$ cat src/shared/blcp_cfg.svh
`ifndef BLCP_CFG_SVH
`define BLCP_CFG_SVH

// ----------------------------------------
// Command group decoding
// ----------------------------------------
`define BLCP_LAG_TAG 2'b01
`define BLCP_UNL_LOW 5'h1F
`define BLCP_ADDR_MAX 5'h1E

// ----------------------------------------
// Value length limits
// ----------------------------------------
`define BLCP_LEN_WIDE 4'h9
`define BLCP_LEN_NARROW 4'h2

// ----------------------------------------
// Character codes
// ----------------------------------------
`define BLCP_CH_LF 8'h0A
`define BLCP_CH_MINUS 8'h2D
`define BLCP_CH_POINT 8'h2E
`define BLCP_CH_PCT 8'h25
`define BLCP_CH_ZERO 8'h30
`define BLCP_CH_ONE 8'h31
`define BLCP_CH_R 8'h52
`define BLCP_CASE_BIT 8'h20

// ----------------------------------------
// Two-character program codes
// ----------------------------------------
`define BLCP_CODE_FR 16'h4652
`define BLCP_CODE_AP 16'h4150
`define BLCP_CODE_AM 16'h414D
`define BLCP_CODE_FM 16'h464D
`define BLCP_CODE_IS 16'h4953
`define BLCP_CODE_HZ 16'h485A
`define BLCP_CODE_RP 16'h5250

// ----------------------------------------
// Reset values
// ----------------------------------------
`define BLCP_RST_CNT 4'h0
`define BLCP_RST_CHAR 8'h00

`endif

$ cat src/shared/blcp_pkg.sv
package blcp_pkg;

    // Acceptor handshake, Gray along ready, take, hold
    typedef enum logic [1:0] {
        BLCP_HS_READY = 2'b00,
        BLCP_HS_TAKE = 2'b01,
        BLCP_HS_HOLD = 2'b11
    } blcp_hs_t;

    // Function whose value field is being entered
    typedef enum logic [2:0] {
        BLCP_FN_NONE = 3'b000,
        BLCP_FN_FREQ = 3'b001,
        BLCP_FN_AMPL = 3'b011,
        BLCP_FN_AM = 3'b010,
        BLCP_FN_FM = 3'b110
    } blcp_fn_t;

endpackage : blcp_pkg

$ cat src/shared/blcp_char_if.sv
`timescale 1ns/10ps
`default_nettype none

interface blcp_char_if;
    logic valid;
    logic [7:0] raw;
    logic [7:0] ch;
    logic is_letter;
    logic is_digit;
    logic is_lf;
    logic is_minus;
    logic is_pct;
    logic keep;

    modport filt (input valid, input raw, output ch, output is_letter, output is_digit,
        output is_lf, output is_minus, output is_pct, output keep);
    modport user (output valid, output raw, input ch, input is_letter, input is_digit,
        input is_lf, input is_minus, input is_pct, input keep);
endinterface : blcp_char_if

`default_nettype wire

$ cat src/hdl/blcp_char_filter.sv
`timescale 1ns/10ps
`default_nettype none
`include "blcp_cfg.svh"

module blcp_char_filter (
    blcp_char_if.filt cif
);
    logic upper;
    logic lower;

    // ----------------------------------------
    // Classify and fold case
    // ----------------------------------------
    assign upper = (cif.raw >= 8'h41) && (cif.raw <= 8'h5A);
    assign lower = (cif.raw >= 8'h61) && (cif.raw <= 8'h7A);
    assign cif.ch = lower ? (cif.raw & ~`BLCP_CASE_BIT) : cif.raw; // RQ14
    assign cif.is_letter = upper || lower;
    assign cif.is_digit = (cif.raw >= `BLCP_CH_ZERO) && (cif.raw <= 8'h39);
    assign cif.is_lf = (cif.raw == `BLCP_CH_LF);
    assign cif.is_minus = (cif.raw == `BLCP_CH_MINUS);
    assign cif.is_pct = (cif.raw == `BLCP_CH_PCT);
    // Spaces and anything unlisted never reach the parser
    assign cif.keep = cif.valid && (cif.is_letter || cif.is_digit || cif.is_lf ||
        cif.is_minus || cif.is_pct || (cif.raw == `BLCP_CH_POINT)); // RQ15
endmodule : blcp_char_filter

`default_nettype wire

$ cat src/hdl/blcp_sync.sv
`timescale 1ns/10ps
`default_nettype none

module blcp_sync #(
    parameter int W = 1
) (
    input wire logic core_clk,
    input wire logic sys_rst,
    input wire logic [W-1:0] async_in,
    output logic [W-1:0] sync_out
);
    logic [W-1:0] meta_reg;
    logic [W-1:0] sync_reg;

    // ----------------------------------------
    // Two flops per bit, first one feeds only the second
    // ----------------------------------------
    genvar i;
    generate
        for (i = 0; i < W; i++) begin : g_bit
            always_ff @(posedge core_clk) begin
                if (sys_rst) begin
                    meta_reg[i] <= 1'b0;
                    sync_reg[i] <= 1'b0;
                end else begin
                    meta_reg[i] <= async_in[i];
                    sync_reg[i] <= meta_reg[i];
                end
            end
        end
    endgenerate

    assign sync_out = sync_reg;
endmodule : blcp_sync

`default_nettype wire

$ cat src/hdl/blcp_top.sv
`timescale 1ns/10ps
`default_nettype none
`include "blcp_cfg.svh"

// How it works
// RQ1 - Command bytes only when ATN and not IFC
// RQ2 - Addressed indicator follows listen state always
// RQ3 - Five switches give listen address 0 to 30
// RQ4 - Bytes with ATN false are data
// RQ5 - Data acted on only if remote and listening
// RQ6 - Listening lasts until IFC or unlisten
// RQ7 - String ends on LF, EOI with ATN, internal
// RQ8 - Function value units, or source function value units
// RQ9 - Hertz, protection reset, standby and on codes
// RQ10 - Excess value digits dropped, point and sign counted
// RQ11 - Limit nine wide, two for AM/FM, increment follows
// RQ12 - Point everywhere, minus only for amplitude
// RQ13 - Amplitude leading zeros not counted
// RQ14 - Upper and lower case letters equivalent
// RQ15 - Only letters digits LF hyphen period percent
// RQ16 - No codes for display, tune, backspace keys
// RQ17 - Never talks on the data lines
// RQ18 - Group execute trigger has no effect
// RQ19 - Controller sends addresses, codes, then terminator
// RQ20 - IFC unaddresses at once
// RQ21 - Remote entered on first listen address with REN
// RQ22 - Listen group byte matches switches; all-ones unlistens
module blcp_top
    import blcp_pkg::*;
(
    input wire logic core_clk,
    input wire logic sys_rst,
    input wire logic [7:0] dio_n,
    input wire logic atn_n,
    input wire logic ifc_n,
    input wire logic ren_n,
    input wire logic eoi_n,
    input wire logic dav_n,
    input wire logic [4:0] addr_sw,
    output logic nrfd_n_o,
    output logic nrfd_oe,
    output logic ndac_n_o,
    output logic ndac_oe,
    output logic addressed_indicator,
    output logic remote_indicator,
    output logic code_valid,
    output logic [7:0] code_char,
    output logic end_of_string,
    output logic hertz_units_code,
    output logic protection_reset_code,
    output logic standby_code,
    output logic power_on_code
);
    // ----------------------------------------
    // Pin synchronisation
    // ----------------------------------------
    logic [7:0] dio_s;
    logic atn_s;
    logic ifc_s;
    logic ren_s;
    logic eoi_s;
    logic dav_s;
    logic [4:0] addr_s;

    blcp_sync #(.W(18)) u_sync (
        .core_clk(core_clk),
        .sys_rst(sys_rst),
        .async_in({~dio_n, ~atn_n, ~ifc_n, ~ren_n, ~eoi_n, ~dav_n, addr_sw}),
        .sync_out({dio_s, atn_s, ifc_s, ren_s, eoi_s, dav_s, addr_s})
    );

    function automatic logic [3:0] blcp_len_limit(input blcp_fn_t fn);
        case (fn)
            BLCP_FN_AM, BLCP_FN_FM: blcp_len_limit = `BLCP_LEN_NARROW;
            default: blcp_len_limit = `BLCP_LEN_WIDE;
        endcase
    endfunction : blcp_len_limit

    // ----------------------------------------
    // Acceptor handshake
    // ----------------------------------------
    blcp_hs_t hs_reg;
    logic listen_reg;
    logic remote_reg;
    logic active;
    logic take;

    // Every device accepts commands; data only once addressed
    assign active = atn_s || listen_reg;
    assign take = active && (hs_reg == BLCP_HS_READY) && dav_s;

    always_ff @(posedge core_clk) begin
        if (sys_rst) begin
            hs_reg <= BLCP_HS_READY;
        end else if (!active) begin
            hs_reg <= BLCP_HS_READY;
        end else begin
            case (hs_reg)
                BLCP_HS_READY: hs_reg <= dav_s ? BLCP_HS_TAKE : BLCP_HS_READY;
                BLCP_HS_TAKE: hs_reg <= BLCP_HS_HOLD;
                BLCP_HS_HOLD: hs_reg <= dav_s ? BLCP_HS_HOLD : BLCP_HS_READY;
                default: hs_reg <= BLCP_HS_READY;
            endcase
        end
    end

    // Open-drain lines: only ever pulled low, released otherwise
    assign nrfd_n_o = 1'b0;
    assign ndac_n_o = 1'b0;
    assign nrfd_oe = active && (hs_reg != BLCP_HS_READY);
    assign ndac_oe = active && (hs_reg == BLCP_HS_READY);
    // The data lines are inputs only; there is no talker path RQ17

    // ----------------------------------------
    // Command decoding and listener state
    // ----------------------------------------
    logic cmd_take;
    logic is_lag;
    logic is_unl;
    logic is_my;
    logic listen_set;

    assign cmd_take = take && atn_s && !ifc_s; // RQ1
    assign is_lag = (dio_s[6:5] == `BLCP_LAG_TAG);
    assign is_unl = is_lag && (dio_s[4:0] == `BLCP_UNL_LOW); // RQ22
    assign is_my = is_lag && (dio_s[4:0] == addr_s) && (addr_s <= `BLCP_ADDR_MAX); // RQ3
    assign listen_set = cmd_take && is_my && !listen_reg;

    // Bytes outside the listen group, the trigger among them, change nothing
    always_ff @(posedge core_clk) begin
        if (sys_rst) begin
            listen_reg <= 1'b0;
        end else if (ifc_s) begin
            listen_reg <= 1'b0; // RQ20
        end else if (cmd_take) begin // RQ18
            if (is_unl) begin
                listen_reg <= 1'b0; // RQ6
            end else if (is_my) begin
                listen_reg <= 1'b1; // RQ22
            end
        end
    end

    always_ff @(posedge core_clk) begin
        if (sys_rst) begin
            remote_reg <= 1'b0;
        end else if (!ren_s) begin
            remote_reg <= 1'b0;
        end else if (listen_set) begin
            remote_reg <= 1'b1; // RQ21
        end
    end

    assign addressed_indicator = listen_reg; // RQ2
    assign remote_indicator = remote_reg;

    // ----------------------------------------
    // Data path into the filter
    // ----------------------------------------
    blcp_char_if cif ();
    logic data_take;

    assign data_take = take && !atn_s && listen_reg && remote_reg; // RQ4 RQ5
    assign cif.valid = data_take;
    assign cif.raw = dio_s;

    blcp_char_filter u_filter (
        .cif(cif)
    );

    // ----------------------------------------
    // End of string detection
    // ----------------------------------------
    logic open_reg;
    logic end_q_reg;
    logic end_msg;
    logic int_eos;
    logic eos_now;

    always_ff @(posedge core_clk) begin
        if (sys_rst) begin
            end_q_reg <= 1'b0;
        end else begin
            end_q_reg <= eoi_s && atn_s;
        end
    end

    assign end_msg = eoi_s && atn_s && !end_q_reg && listen_reg && open_reg;
    // Losing the listener mid-string closes the string rather than leaving it hanging
    assign int_eos = open_reg && listen_reg && (ifc_s || (cmd_take && is_unl));
    assign eos_now = (cif.keep && cif.is_lf) || end_msg || int_eos; // RQ7

    // ----------------------------------------
    // Program code parser
    // ----------------------------------------
    // Display, tune and backspace keys have no codes and pass as plain letters RQ16
    blcp_fn_t fn_reg;
    logic [7:0] pend_reg;
    logic pend_vld_reg;
    logic [3:0] cnt_reg;
    logic sig_reg;
    logic code_valid_reg;
    logic [7:0] code_char_reg;
    logic eos_reg;
    logic hz_reg;
    logic rp_reg;
    logic stby_reg;
    logic on_reg;

    always_ff @(posedge core_clk) begin
        if (sys_rst) begin
            fn_reg <= BLCP_FN_NONE;
            pend_reg <= `BLCP_RST_CHAR;
            pend_vld_reg <= 1'b0;
            cnt_reg <= `BLCP_RST_CNT;
            sig_reg <= 1'b0;
            open_reg <= 1'b0;
            code_valid_reg <= 1'b0;
            code_char_reg <= `BLCP_RST_CHAR;
            eos_reg <= 1'b0;
            hz_reg <= 1'b0;
            rp_reg <= 1'b0;
            stby_reg <= 1'b0;
            on_reg <= 1'b0;
        end else begin
            code_valid_reg <= 1'b0;
            eos_reg <= 1'b0;
            hz_reg <= 1'b0;
            rp_reg <= 1'b0;
            stby_reg <= 1'b0;
            on_reg <= 1'b0;
            if (eos_now) begin
                eos_reg <= 1'b1; // RQ7
                open_reg <= 1'b0;
                pend_vld_reg <= 1'b0;
                cnt_reg <= `BLCP_RST_CNT;
                sig_reg <= 1'b0;
            end else if (cif.keep) begin
                open_reg <= 1'b1;
                if (cif.is_letter) begin
                    // Any letter closes a value field
                    code_valid_reg <= 1'b1;
                    code_char_reg <= cif.ch;
                    cnt_reg <= `BLCP_RST_CNT;
                    sig_reg <= 1'b0;
                    if (pend_vld_reg) begin
                        pend_vld_reg <= 1'b0;
                        case ({pend_reg, cif.ch}) // RQ8
                            `BLCP_CODE_FR: fn_reg <= BLCP_FN_FREQ;
                            `BLCP_CODE_AP: fn_reg <= BLCP_FN_AMPL;
                            `BLCP_CODE_AM: fn_reg <= BLCP_FN_AM;
                            `BLCP_CODE_FM: fn_reg <= BLCP_FN_FM;
                            `BLCP_CODE_HZ: hz_reg <= 1'b1; // RQ9
                            `BLCP_CODE_RP: rp_reg <= 1'b1; // RQ9
                            default: ;
                        endcase
                    end else begin
                        pend_reg <= cif.ch;
                        pend_vld_reg <= 1'b1;
                    end
                end else if (cif.is_digit && pend_vld_reg && (pend_reg == `BLCP_CH_R)) begin
                    pend_vld_reg <= 1'b0;
                    code_valid_reg <= 1'b1;
                    code_char_reg <= cif.ch;
                    stby_reg <= (cif.ch == `BLCP_CH_ZERO); // RQ9
                    on_reg <= (cif.ch == `BLCP_CH_ONE); // RQ9
                end else if (cif.is_pct) begin
                    pend_vld_reg <= 1'b0;
                    code_valid_reg <= 1'b1;
                    code_char_reg <= cif.ch;
                    cnt_reg <= `BLCP_RST_CNT;
                    sig_reg <= 1'b0;
                end else begin
                    pend_vld_reg <= 1'b0;
                    if (cif.is_minus && (fn_reg != BLCP_FN_AMPL)) begin
                        code_valid_reg <= 1'b0; // RQ12
                    end else if ((fn_reg == BLCP_FN_AMPL) && (cif.ch == `BLCP_CH_ZERO)
                            && !sig_reg) begin
                        code_valid_reg <= 1'b1; // RQ13
                        code_char_reg <= cif.ch;
                    end else if (cnt_reg < blcp_len_limit(fn_reg)) begin // RQ10 RQ11
                        code_valid_reg <= 1'b1;
                        code_char_reg <= cif.ch;
                        cnt_reg <= cnt_reg + 4'h1;
                        sig_reg <= sig_reg || !cif.is_minus;
                    end
                end
            end
        end
    end

    assign code_valid = code_valid_reg;
    assign code_char = code_char_reg;
    assign end_of_string = eos_reg;
    assign hertz_units_code = hz_reg;
    assign protection_reset_code = rp_reg;
    assign standby_code = stby_reg;
    assign power_on_code = on_reg;
endmodule : blcp_top

`default_nettype wire

$ cat config.mk
export PLATFORM = sky130hd
export DESIGN_NAME = blcp_top
export DESIGN_NICKNAME = d
export VERILOG_FILES = /design/src/shared/blcp_pkg.sv /design/src/shared/blcp_char_if.sv /design/src/hdl/blcp_char_filter.sv /design/src/hdl/blcp_sync.sv /design/src/hdl/blcp_top.sv
export VERILOG_INCLUDE_DIRS = /design/src /design/src/shared
export SDC_FILE = /design/constraint.sdc
export NUM_CORES = 1
export LEC_CHECK = 0
export BUFFER_PORTS_ARGS = -buffer_cell sky130_fd_sc_hd__buf_4
export CAP_MARGIN = 20
export CORE_UTILIZATION = 35
export CTS_CLUSTER_SIZE = 25
export DETAILED_ROUTE_END_ITERATION = 8
export SYNTH_ARGS = -nofsm -noshare
export SYNTH_HDL_FRONTEND = slang
export SYNTH_SLANG_ARGS = --single-unit
$ cat constraint.sdc
create_clock -name core_clk -period 3.2 [get_ports core_clk]
set_clock_uncertainty 0.15 [all_clocks]
set_input_delay 0.16 -clock core_clk [delete_from_list [all_inputs] [get_ports core_clk]]
set_output_delay 0.16 -clock core_clk [all_outputs]
set_load 0.05 [all_outputs]
==> tab_implementation.tex, run 1 <==
\begin{tabular}{lr}
\hline
Metric & Value \\
\hline
\multicolumn{2}{l}{\textbf{Worst setup path}} \\
\quad Capture point of the worst reg-to-reg path & power\_on\_code \\
\quad Path depth of the worst reg2reg path & 6 \\
\quad Critical Path RT & 3260 ps \\
\quad Type of destination of the critical path & register \\
\quad Launch point of the worst reg-to-reg path & u\_sync.sync\_out[13] \\
\quad Startpoint Class & register \\
\quad Classification of the worst setup path & reg2reg \\
\quad Peak fanout along the critical path & 15 \\
\quad Worst setup slack for register-to-register paths & between 400 and 500 ps \\
\quad Arrival @ worst endpoint & 2830 ps \\
\multicolumn{2}{l}{\textbf{Timing}} \\
\quad Slew at the pin with the worst max-slew slack & approximately 630 ps \\
\quad Max Clk Rate & about 360 MHz \\
\quad Final clock period utilization by the worst path & around 86\% \\
\quad Period minus WS final & 2760 ps \\
\quad Unrepaired setup endpoints after global routing & false \\
\quad Number of endpoints failing setup at the final stage & 0 \\
\quad Final count of pins violating max slew & 0 \\
\quad Post-route worst hold slack & around 160 ps \\
\quad Slew Limit Headroom & 57.6\% \\
\quad Number of failing hold endpoints at the final stage & 0 \\
\quad Final TNS setup & 0 ps \\
\multicolumn{2}{l}{\textbf{CTS}} \\
\quad Source-to-sink clock delay at the later pin of the worst-skew pair & 350 ps \\
\quad Clock tree from TritonCTS & built \\
\quad Number of clock sinks seen by CTS & 73 \\
\quad Number of buffers inserted during clock tree synthesis & 9 \\
\quad Maximum clock path buffer count & 2 \\
\quad Clock edge transition at the registers on the reported setup and hold paths & around 90 ps \\
\quad Root Driver & clkbuf\_8 \\
\quad H-Tree Depth & 3 \\
\multicolumn{2}{l}{\textbf{Synth}} \\
\quad Leading area contributor after synthesis & dfxtp\_1 \\
\quad Number of warnings issued by yosys & 0 \\
\quad Sequential-to-total area share from yosys stat & between 40\% and 50\% \\
\quad Cell with the most instances after synthesis & dfxtp\_1 \\
\quad Flops \& latches, synth & between 70 and 80 \\
\quad Synthesized area & about 3000 sq um \\
\quad Area contributors post-synth & dfxtp\_1 48\%, nor2b\_1 5.0\%, nor2\_1 4.7\%, a21oi\_1 2.3\%, mux2i\_1 2.0\% \\
\quad Post-synth top area share & about half \\
\quad Distinct cells, synth & 62 \\
\quad Commonest cells in the netlist & 73 x dfxtp\_1, 38 x nor2\_1, 24 x nor2b\_1, 14 x a21oi\_1, 13 x nand2\_1 \\
\quad Post-synth ARST share & 0\% \\
\quad Number of synthesized flops with an enable pin & 0 \\
\quad Mapped Avg Cell Area & about 9.4 sq um \\
\quad Top\_reg\_cell synth & dfxtp\_1 \\
\quad Cell count after synthesis & roughly 320 \\
\multicolumn{2}{l}{\textbf{Worst hold path}} \\
\quad Hold Path Depth & 2 \\
\quad Worst min-delay path category & in2reg \\
\quad WHS Endpoint & end\_q\_reg \\
\quad Hold path startpoint & sys\_rst \\
\multicolumn{2}{l}{\textbf{Finish}} \\
\quad Fraction of layout cells with a size suffix above 1 & between 10\% and 20\% \\
\quad Final layout net count & between 300 and 400 \\
\quad Synth-to-Final Area Change & 23.0\% \\
\quad ANT cells & 0 \\
\quad Number of inserted filler cells in the final layout & roughly 800 \\
\quad Utilization after layout & between 40\% and 50\% \\
\multicolumn{2}{l}{\textbf{Pwr}} \\
\quad Psw & between 0.4 and 0.5 mW \\
\quad Cell internal power dissipation & around 1.3 mW \\
\quad Power density of the placed cells & 461 nW/um\^{}2 \\
\quad Worst vdd ir & 0.398 mV \\
\quad Pleak & between 1 and 1.5 nW \\
\quad Gate power share & roughly 5.9\% \\
\quad Clock share of power & about two fifths \\
\quad Switching part of the total power & $\sim$26\% \\
\quad Share of power burned in registers & between 50\% and 60\% \\
\multicolumn{2}{l}{\textbf{Run status}} \\
\quad Outcome & completed \\
\multicolumn{2}{l}{\textbf{Routing}} \\
\quad Count of vias placed by the detailed router & $\sim$2400 \\
\quad Number of iterations in the first detailed-routing pass & 4 \\
\quad Residual DRC count & 0 \\
\quad Vias per cell & about 5 \\
\quad Total Wirelength & around 6500 microns \\
\quad Antenna violation net count after detailed routing & 0 \\
\quad Routed WL per cell & between 10 and 15 microns \\
\quad DRC violation total after the first TritonRoute iteration & between 100 and 150 \\
\multicolumn{2}{l}{\textbf{Global route}} \\
\quad Maximum number of pins on one net before global-route repair & 66 \\
\quad Via count of the first global-routing pass & roughly 2300 \\
\quad Total global routing track utilization & between 15 and 20\% \\
\quad Gr ovfl total & 0 \\
\quad Global-route wire length before repair & around 11000 microns \\
\quad Antenna violations before repair & 0 \\
\multicolumn{2}{l}{\textbf{Floorplan}} \\
\quad Standard-cell row count & 33 \\
\quad Floorplan core area & 8300 sq um \\
\quad Die X & between 90 and 100 microns \\
\quad Floorplan die height & 95.0 microns \\
\quad Die area & 9020 sq um \\
\quad Initial core utilization & 36.4\% \\
\quad IO Pins & 40 \\
\multicolumn{2}{l}{\textbf{Placed design}} \\
\quad Detailed Place HPWL & between 4000 and 5000 microns \\
\quad I/O Buffers & 37 \\
\quad GP Congestion & between 0.7 and 0.8 \\
\multicolumn{2}{l}{\textbf{Flow run}} \\
\quad Max\_cap viols & 0 \\
\hline
\end{tabular}
## final cells by class
| type | count | area, sq um | area share [%] |
|---|---|---|---|
| Clock buffer | 9 | 124 | 3.33 |
| Clock inverter | 7 | 60.1 | 1.61 |
| Inverter | 7 | 26.3 | 0.706 |
| Multi-Input combinational cell | 226 | 1450 | 39.0 |
| Sequential cell | 73 | 1460 | 39.3 |
| Tap cell | 105 | 131 | 3.53 |
| Timing Repair Buffer | 56 | 465 | 12.5 |
## cell families after synthesis
kind of cell	Yosys count	share of synthesized area (%)
AOI/OAI and AO/OA	55	12.1
xor gates and xnor gates	5	1.45
adders and majority gates	4	1.57
buffers and inverters	24	3.81
DFF	73	48.3
muxes	8	2.73
other	1	0.124
and+or+nand+nor	152	29.9
## worst max path at each step
stage / startpoint / end / slack (ps) / depth (start not counted)
2_1_floorplan: u_sync.sync_out[10] / code_char[0] / 830 / 8
4_1_cts: u_sync.sync_out[13] / power_on_code / 480 / 6
6_report: u_sync.sync_out[13] / power_on_code / 440 / 6
5_1_grt: u_sync.sync_out[13] / standby_code / 250 / 6
3_5_place_dp: u_sync.sync_out[13] / power_on_code / 490 / 6
3_3_place_gp: u_sync.sync_out[13] / standby_code / 490 / 6
## metrics by stage
step | cells | worst slack (ps) | power, mW | area, sq um
after CTS | 483 | 477 | 1.74 | 3720
after global placement | 449 | 491 | 1.05 | 3360
final | 483 | 439 | 1.71 | 3720
after detailed placement | 449 | 491 | 1.05 | 3360
after floorplan | 323 | 831 | 1.03 | 3030
after global routing | 483 | 249 | 1.79 | 3720
## critical path: stages, from the launching register on
cell and delay, ps:
dfxtp_1 700, nand4_1 200, or4_1 610, a21oi_2 340, a21oi_1 160, nand2b_1 350, nor4_1 130
## repair_timing
item | in CTS | in global routing
setup buffers | 0 | 0
resized for setup | 0 | 0
hold endpoints to repair | 18 | 0
hold buffers | 18 | 0
## power by group through the flow
| stage | clock network, mW | registers (mW) | logic (mW) |
|---|---|---|---|
| CTS | 0.689 | 0.947 | 0.101 |
| detailed placement | 0 | 0.968 | 0.0836 |
| floorplan | 0 | 0.957 | 0.0683 |
| finish | 0.665 | 0.947 | 0.102 |
| global placement | 0 | 0.968 | 0.0831 |
| global route | 0.732 | 0.950 | 0.112 |
## per-layer routing
layer	track usage (%)	vias up	part of all wire (%)
met5	0	-	0
met4	6.94	0	2.1
met3	5.80	10	4.0
met2	25.7	58	47
met1	19.7	1111	46
li1	-	1238	-
## cell usage in the layout, fill, tap and decap left out, types with 2 or more instances in the layout
master / Yosys / final
nand3_1: 12 / 12
a21o_1: 2 / 2
nor2b_1: 24 / 24
dlygate4sd3_1: 0 / 18
nand2b_1: 4 / 4
or3b_1: 2 / 2
o21ai_0: 7 / 7
and2_1: 2 / 2
nor2_1: 38 / 38
nor3_1: 9 / 9
buf_4: 2 / 38
nor4b_1: 3 / 3
o21ai_1: 7 / 7
a21oi_1: 14 / 14
nor4_1: 7 / 7
or4_1: 3 / 3
clkinvlp_4: 0 / 3
or3_4: 2 / 2
inv_1: 7 / 7
mux2i_1: 6 / 6
conb_1: 1 / 2
o31ai_1: 3 / 3
a211oi_1: 2 / 2
ha_1: 3 / 3
a31oi_1: 4 / 4
nor3b_1: 6 / 6
xor2_1: 4 / 4
nand4_1: 6 / 6
nor3_4: 2 / 2
dfxtp_1: 73 / 73
clkbuf_8: 0 / 9
a211o_1: 2 / 2
nand3b_1: 7 / 7
nand2_1: 13 / 13
nor3_2: 2 / 2
a21oi_2: 2 / 2
nor3b_2: 2 / 2
inv_6: 0 / 2
No activity file was read; power rests on OpenSTA's default activity.
==> inputs of run 2 (changes only) <==
--- a/config.mk
+++ b/config.mk
@@ -8,6 +8,7 @@
 export LEC_CHECK = 0
 export BUFFER_PORTS_ARGS = -buffer_cell sky130_fd_sc_hd__buf_4
 export CAP_MARGIN = 20
+export CORE_MARGIN = 2
 export CORE_UTILIZATION = 35
 export CTS_CLUSTER_SIZE = 25
 export DETAILED_ROUTE_END_ITERATION = 8
==> constraint.sdc (replaced) <==
create_clock -name core_clk -period 3.23 [get_ports core_clk]
set_clock_uncertainty 0.15 [all_clocks]
set_input_delay 0.1615 -clock core_clk [delete_from_list [all_inputs] [get_ports core_clk]]
set_output_delay 0.1615 -clock core_clk [all_outputs]
set_load 0.05 [all_outputs]
==> run 2 against run 1 <==
- via count increased by 1.7%
- critical endpoint unchanged
- sequential share of layout area decreased by 0.55 points
- cell count unchanged
- largest power group unchanged
- total power increased by 8.5%
- non-clock buffer count unchanged
- design area increased by 1.4%
- fmax about the same
- combinational power about the same
- worst setup slack improved by 30 ps
==> tab_implementation.tex, run 2 (synthesis results as in run 1) <==
\begin{tabular}{lr}
\hline
Metric & Value \\
\hline
\multicolumn{2}{l}{\textbf{Floorplan}} \\
\quad Die X & between 90 and 100 microns \\
\quad Floorplan core area & a little over 8000 sq um \\
\quad IO Pins & 40 \\
\quad Initial core utilization & 36.4\% \\
\quad Floorplan die height & approximately 97 microns \\
\quad Standard-cell row count & 33 \\
\quad Die area & approximately 9400 sq um \\
\multicolumn{2}{l}{\textbf{CTS}} \\
\quad Number of buffers inserted during clock tree synthesis & 9 \\
\quad Clock tree from TritonCTS & built \\
\quad Post-CTS Setup Bufs & 0 \\
\quad Root Driver & clkbuf\_8 \\
\quad Number of clock sinks seen by CTS & 73 \\
\quad Source-to-sink clock delay at the later pin of the worst-skew pair & roughly 340 ps \\
\quad Maximum clock path buffer count & 2 \\
\quad H-Tree Depth & 3 \\
\quad Clock edge transition at the registers on the reported setup and hold paths & roughly 80 ps \\
\multicolumn{2}{l}{\textbf{Worst setup path}} \\
\quad Longest individual stage delay on the worst path & approximately 700 ps \\
\quad Cells along the critical path & nand4\_1 > or4\_1 > a21oi\_2 > a21oi\_1 > nand2b\_1 > nor4\_1 \\
\quad Critical Path RT & between 3000 and 4000 ps \\
\quad Critical-path cell with the highest stage delay & dfxtp\_1 \\
\quad Startpoint Class & register \\
\quad Capture point of the worst reg-to-reg path & power\_on\_code \\
\quad Peak fanout along the critical path & 15 \\
\quad Launch point of the worst reg-to-reg path & u\_sync.sync\_out[13] \\
\quad Type of destination of the critical path & register \\
\quad Worst setup slack for register-to-register paths & approximately 470 ps \\
\quad Path depth of the worst reg2reg path & 6 \\
\quad Classification of the worst setup path & reg2reg \\
\quad Arrival @ worst endpoint & roughly 2800 ps \\
\multicolumn{2}{l}{\textbf{Global route}} \\
\quad Maximum number of pins on one net before global-route repair & 66 \\
\quad Via count of the first global-routing pass & roughly 2300 \\
\quad Antenna violations before repair & 0 \\
\quad Gr ovfl total & 0 \\
\quad Global-route wire length before repair & $\sim$11000 microns \\
\quad Total global routing track utilization & approximately 14\% \\
\multicolumn{2}{l}{\textbf{Placed design}} \\
\quad I/O Buffers & 37 \\
\quad GP Congestion & 0.820 \\
\quad Detailed Place HPWL & 4340 microns \\
\multicolumn{2}{l}{\textbf{Worst hold path}} \\
\quad WHS Endpoint & u\_sync.meta\_reg[5] \\
\quad Hold path startpoint & sys\_rst \\
\quad Worst min-delay path category & in2reg \\
\quad Hold Path Depth & 2 \\
\multicolumn{2}{l}{\textbf{Timing}} \\
\quad Slew at the pin with the worst max-slew slack & 636 ps \\
\quad Final clock period utilization by the worst path & between 80\% and 90\% \\
\quad Unrepaired setup endpoints after global routing & false \\
\quad Number of endpoints failing setup at the final stage & 0 \\
\quad Period minus WS final & about 2800 ps \\
\quad Slew Limit Headroom & between 50\% and 60\% \\
\quad Final count of pins violating max slew & 0 \\
\quad Max Clk Rate & around 360 MHz \\
\quad Final TNS setup & 0 ps \\
\quad Number of failing hold endpoints at the final stage & 0 \\
\multicolumn{2}{l}{\textbf{Finish}} \\
\quad ANT cells & 0 \\
\quad Final layout net count & 396 \\
\quad Commonest cells after routing, fill and taps aside & 73 x dfxtp\_1, 38 x nor2\_1, 38 x buf\_4 \\
\quad Most frequent standard cell in the layout excluding fill and tap cells & dfxtp\_1 \\
\quad Fraction of layout cells with a size suffix above 1 & around 19\% \\
\quad Utilization after layout & 45.5\% \\
\quad Synth-to-Final Area Change & 24.7\% \\
\multicolumn{2}{l}{\textbf{Flow run}} \\
\quad Max\_cap viols & 0 \\
\multicolumn{2}{l}{\textbf{Routing}} \\
\quad Count of vias placed by the detailed router & 2459 \\
\quad DRC violation total after the first TritonRoute iteration & 102 \\
\quad Residual DRC count & 0 \\
\quad Antenna violation net count after detailed routing & 0 \\
\quad Total Wirelength & 6430 microns \\
\quad Vias per cell & between 5 and 6 \\
\quad Number of iterations in the first detailed-routing pass & 4 \\
\quad Routed WL per cell & around 13 microns \\
\multicolumn{2}{l}{\textbf{Pwr}} \\
\quad Power density of the placed cells & $\sim$490 nW/um\^{}2 \\
\quad Pleak & approximately 1.4 nW \\
\quad Worst vdd ir & 0.300 mV \\
\multicolumn{2}{l}{\textbf{Run status}} \\
\quad Outcome & completed \\
\hline
\end{tabular}
## run 2: cell types whose count changed in the layout (fill, tap and decap cells not counted)
cell,before,now
clkinv_4,1,0
inv_8,1,0
clkbuf_8,9,11
clkinvlp_4,3,1
bufinv_16,0,2
## run 2: repair_timing
action | in CTS | in global routing
hold endpoints to repair | 18 | 0
resized for setup | 0 | 0
hold buffers | 18 | 0
## run 2: area by class of cell
type | instances | area, sq um
clock buffers | 11 | 151
clock inverters | 5 | 85.1
fillers | 775 | 4530
inverters | 7 | 26.3
multi-input cells | 226 | 1450
flip-flops and latches | 73 | 1460
well taps | 105 | 131
repair buffers | 56 | 465
## run 2: worst max-delay path by stage
stage                        start            end
2_1_floorplan  u_sync.sync_out[10]   code_char[0]
3_3_place_gp   u_sync.sync_out[13]   standby_code
3_5_place_dp   u_sync.sync_out[13]  power_on_code
4_1_cts        u_sync.sync_out[13]  power_on_code
5_1_grt        u_sync.sync_out[13]  power_on_code
6_report       u_sync.sync_out[13]  power_on_code
## run 2: metal layers
metal	GRT usage (%)	wire length, microns	up-vias
li1	-	-	1242
met1	16.8	2960	1136
met2	23.3	3040	73
met3	4.48	353	8
met4	5.96	78	0
met5	0	0	-
## run 2: where the power goes
part / total, mW / leakage (nW) / internal, mW / switching (mW)
Sequential: 0.938 / 0.596 / 0.920 / 0.0179
Clock: 0.821 / 0.117 / 0.482 / 0.339
Combinational: 0.0998 / 0.688 / 0.0536 / 0.0462
## run 2: stage by stage
| step | cells | power (mW) | setup slack (ps) | hold WS, ps | cell area (sq um) |
|---|---|---|---|---|---|
| CTS | 483 | 1.88 | 503 | 150 | 3770 |
| detailed placement | 449 | 1.04 | 518 | 164 | 3360 |
| global placement | 449 | 1.04 | 516 | 164 | 3360 |
| finish | 483 | 1.86 | 469 | 165 | 3770 |
| global route | 483 | 1.94 | 352 | 191 | 3770 |
| floorplan | 323 | 1.02 | 861 | 78.2 | 3030 |
## run 2: critical path, delay by kind of cell (launching register included)
kind | cells | cell delay [ps]
and+or+nand+nor | 4 | 1280
DFF | 1 | 700
AOI/OAI and AO/OA | 2 | 500
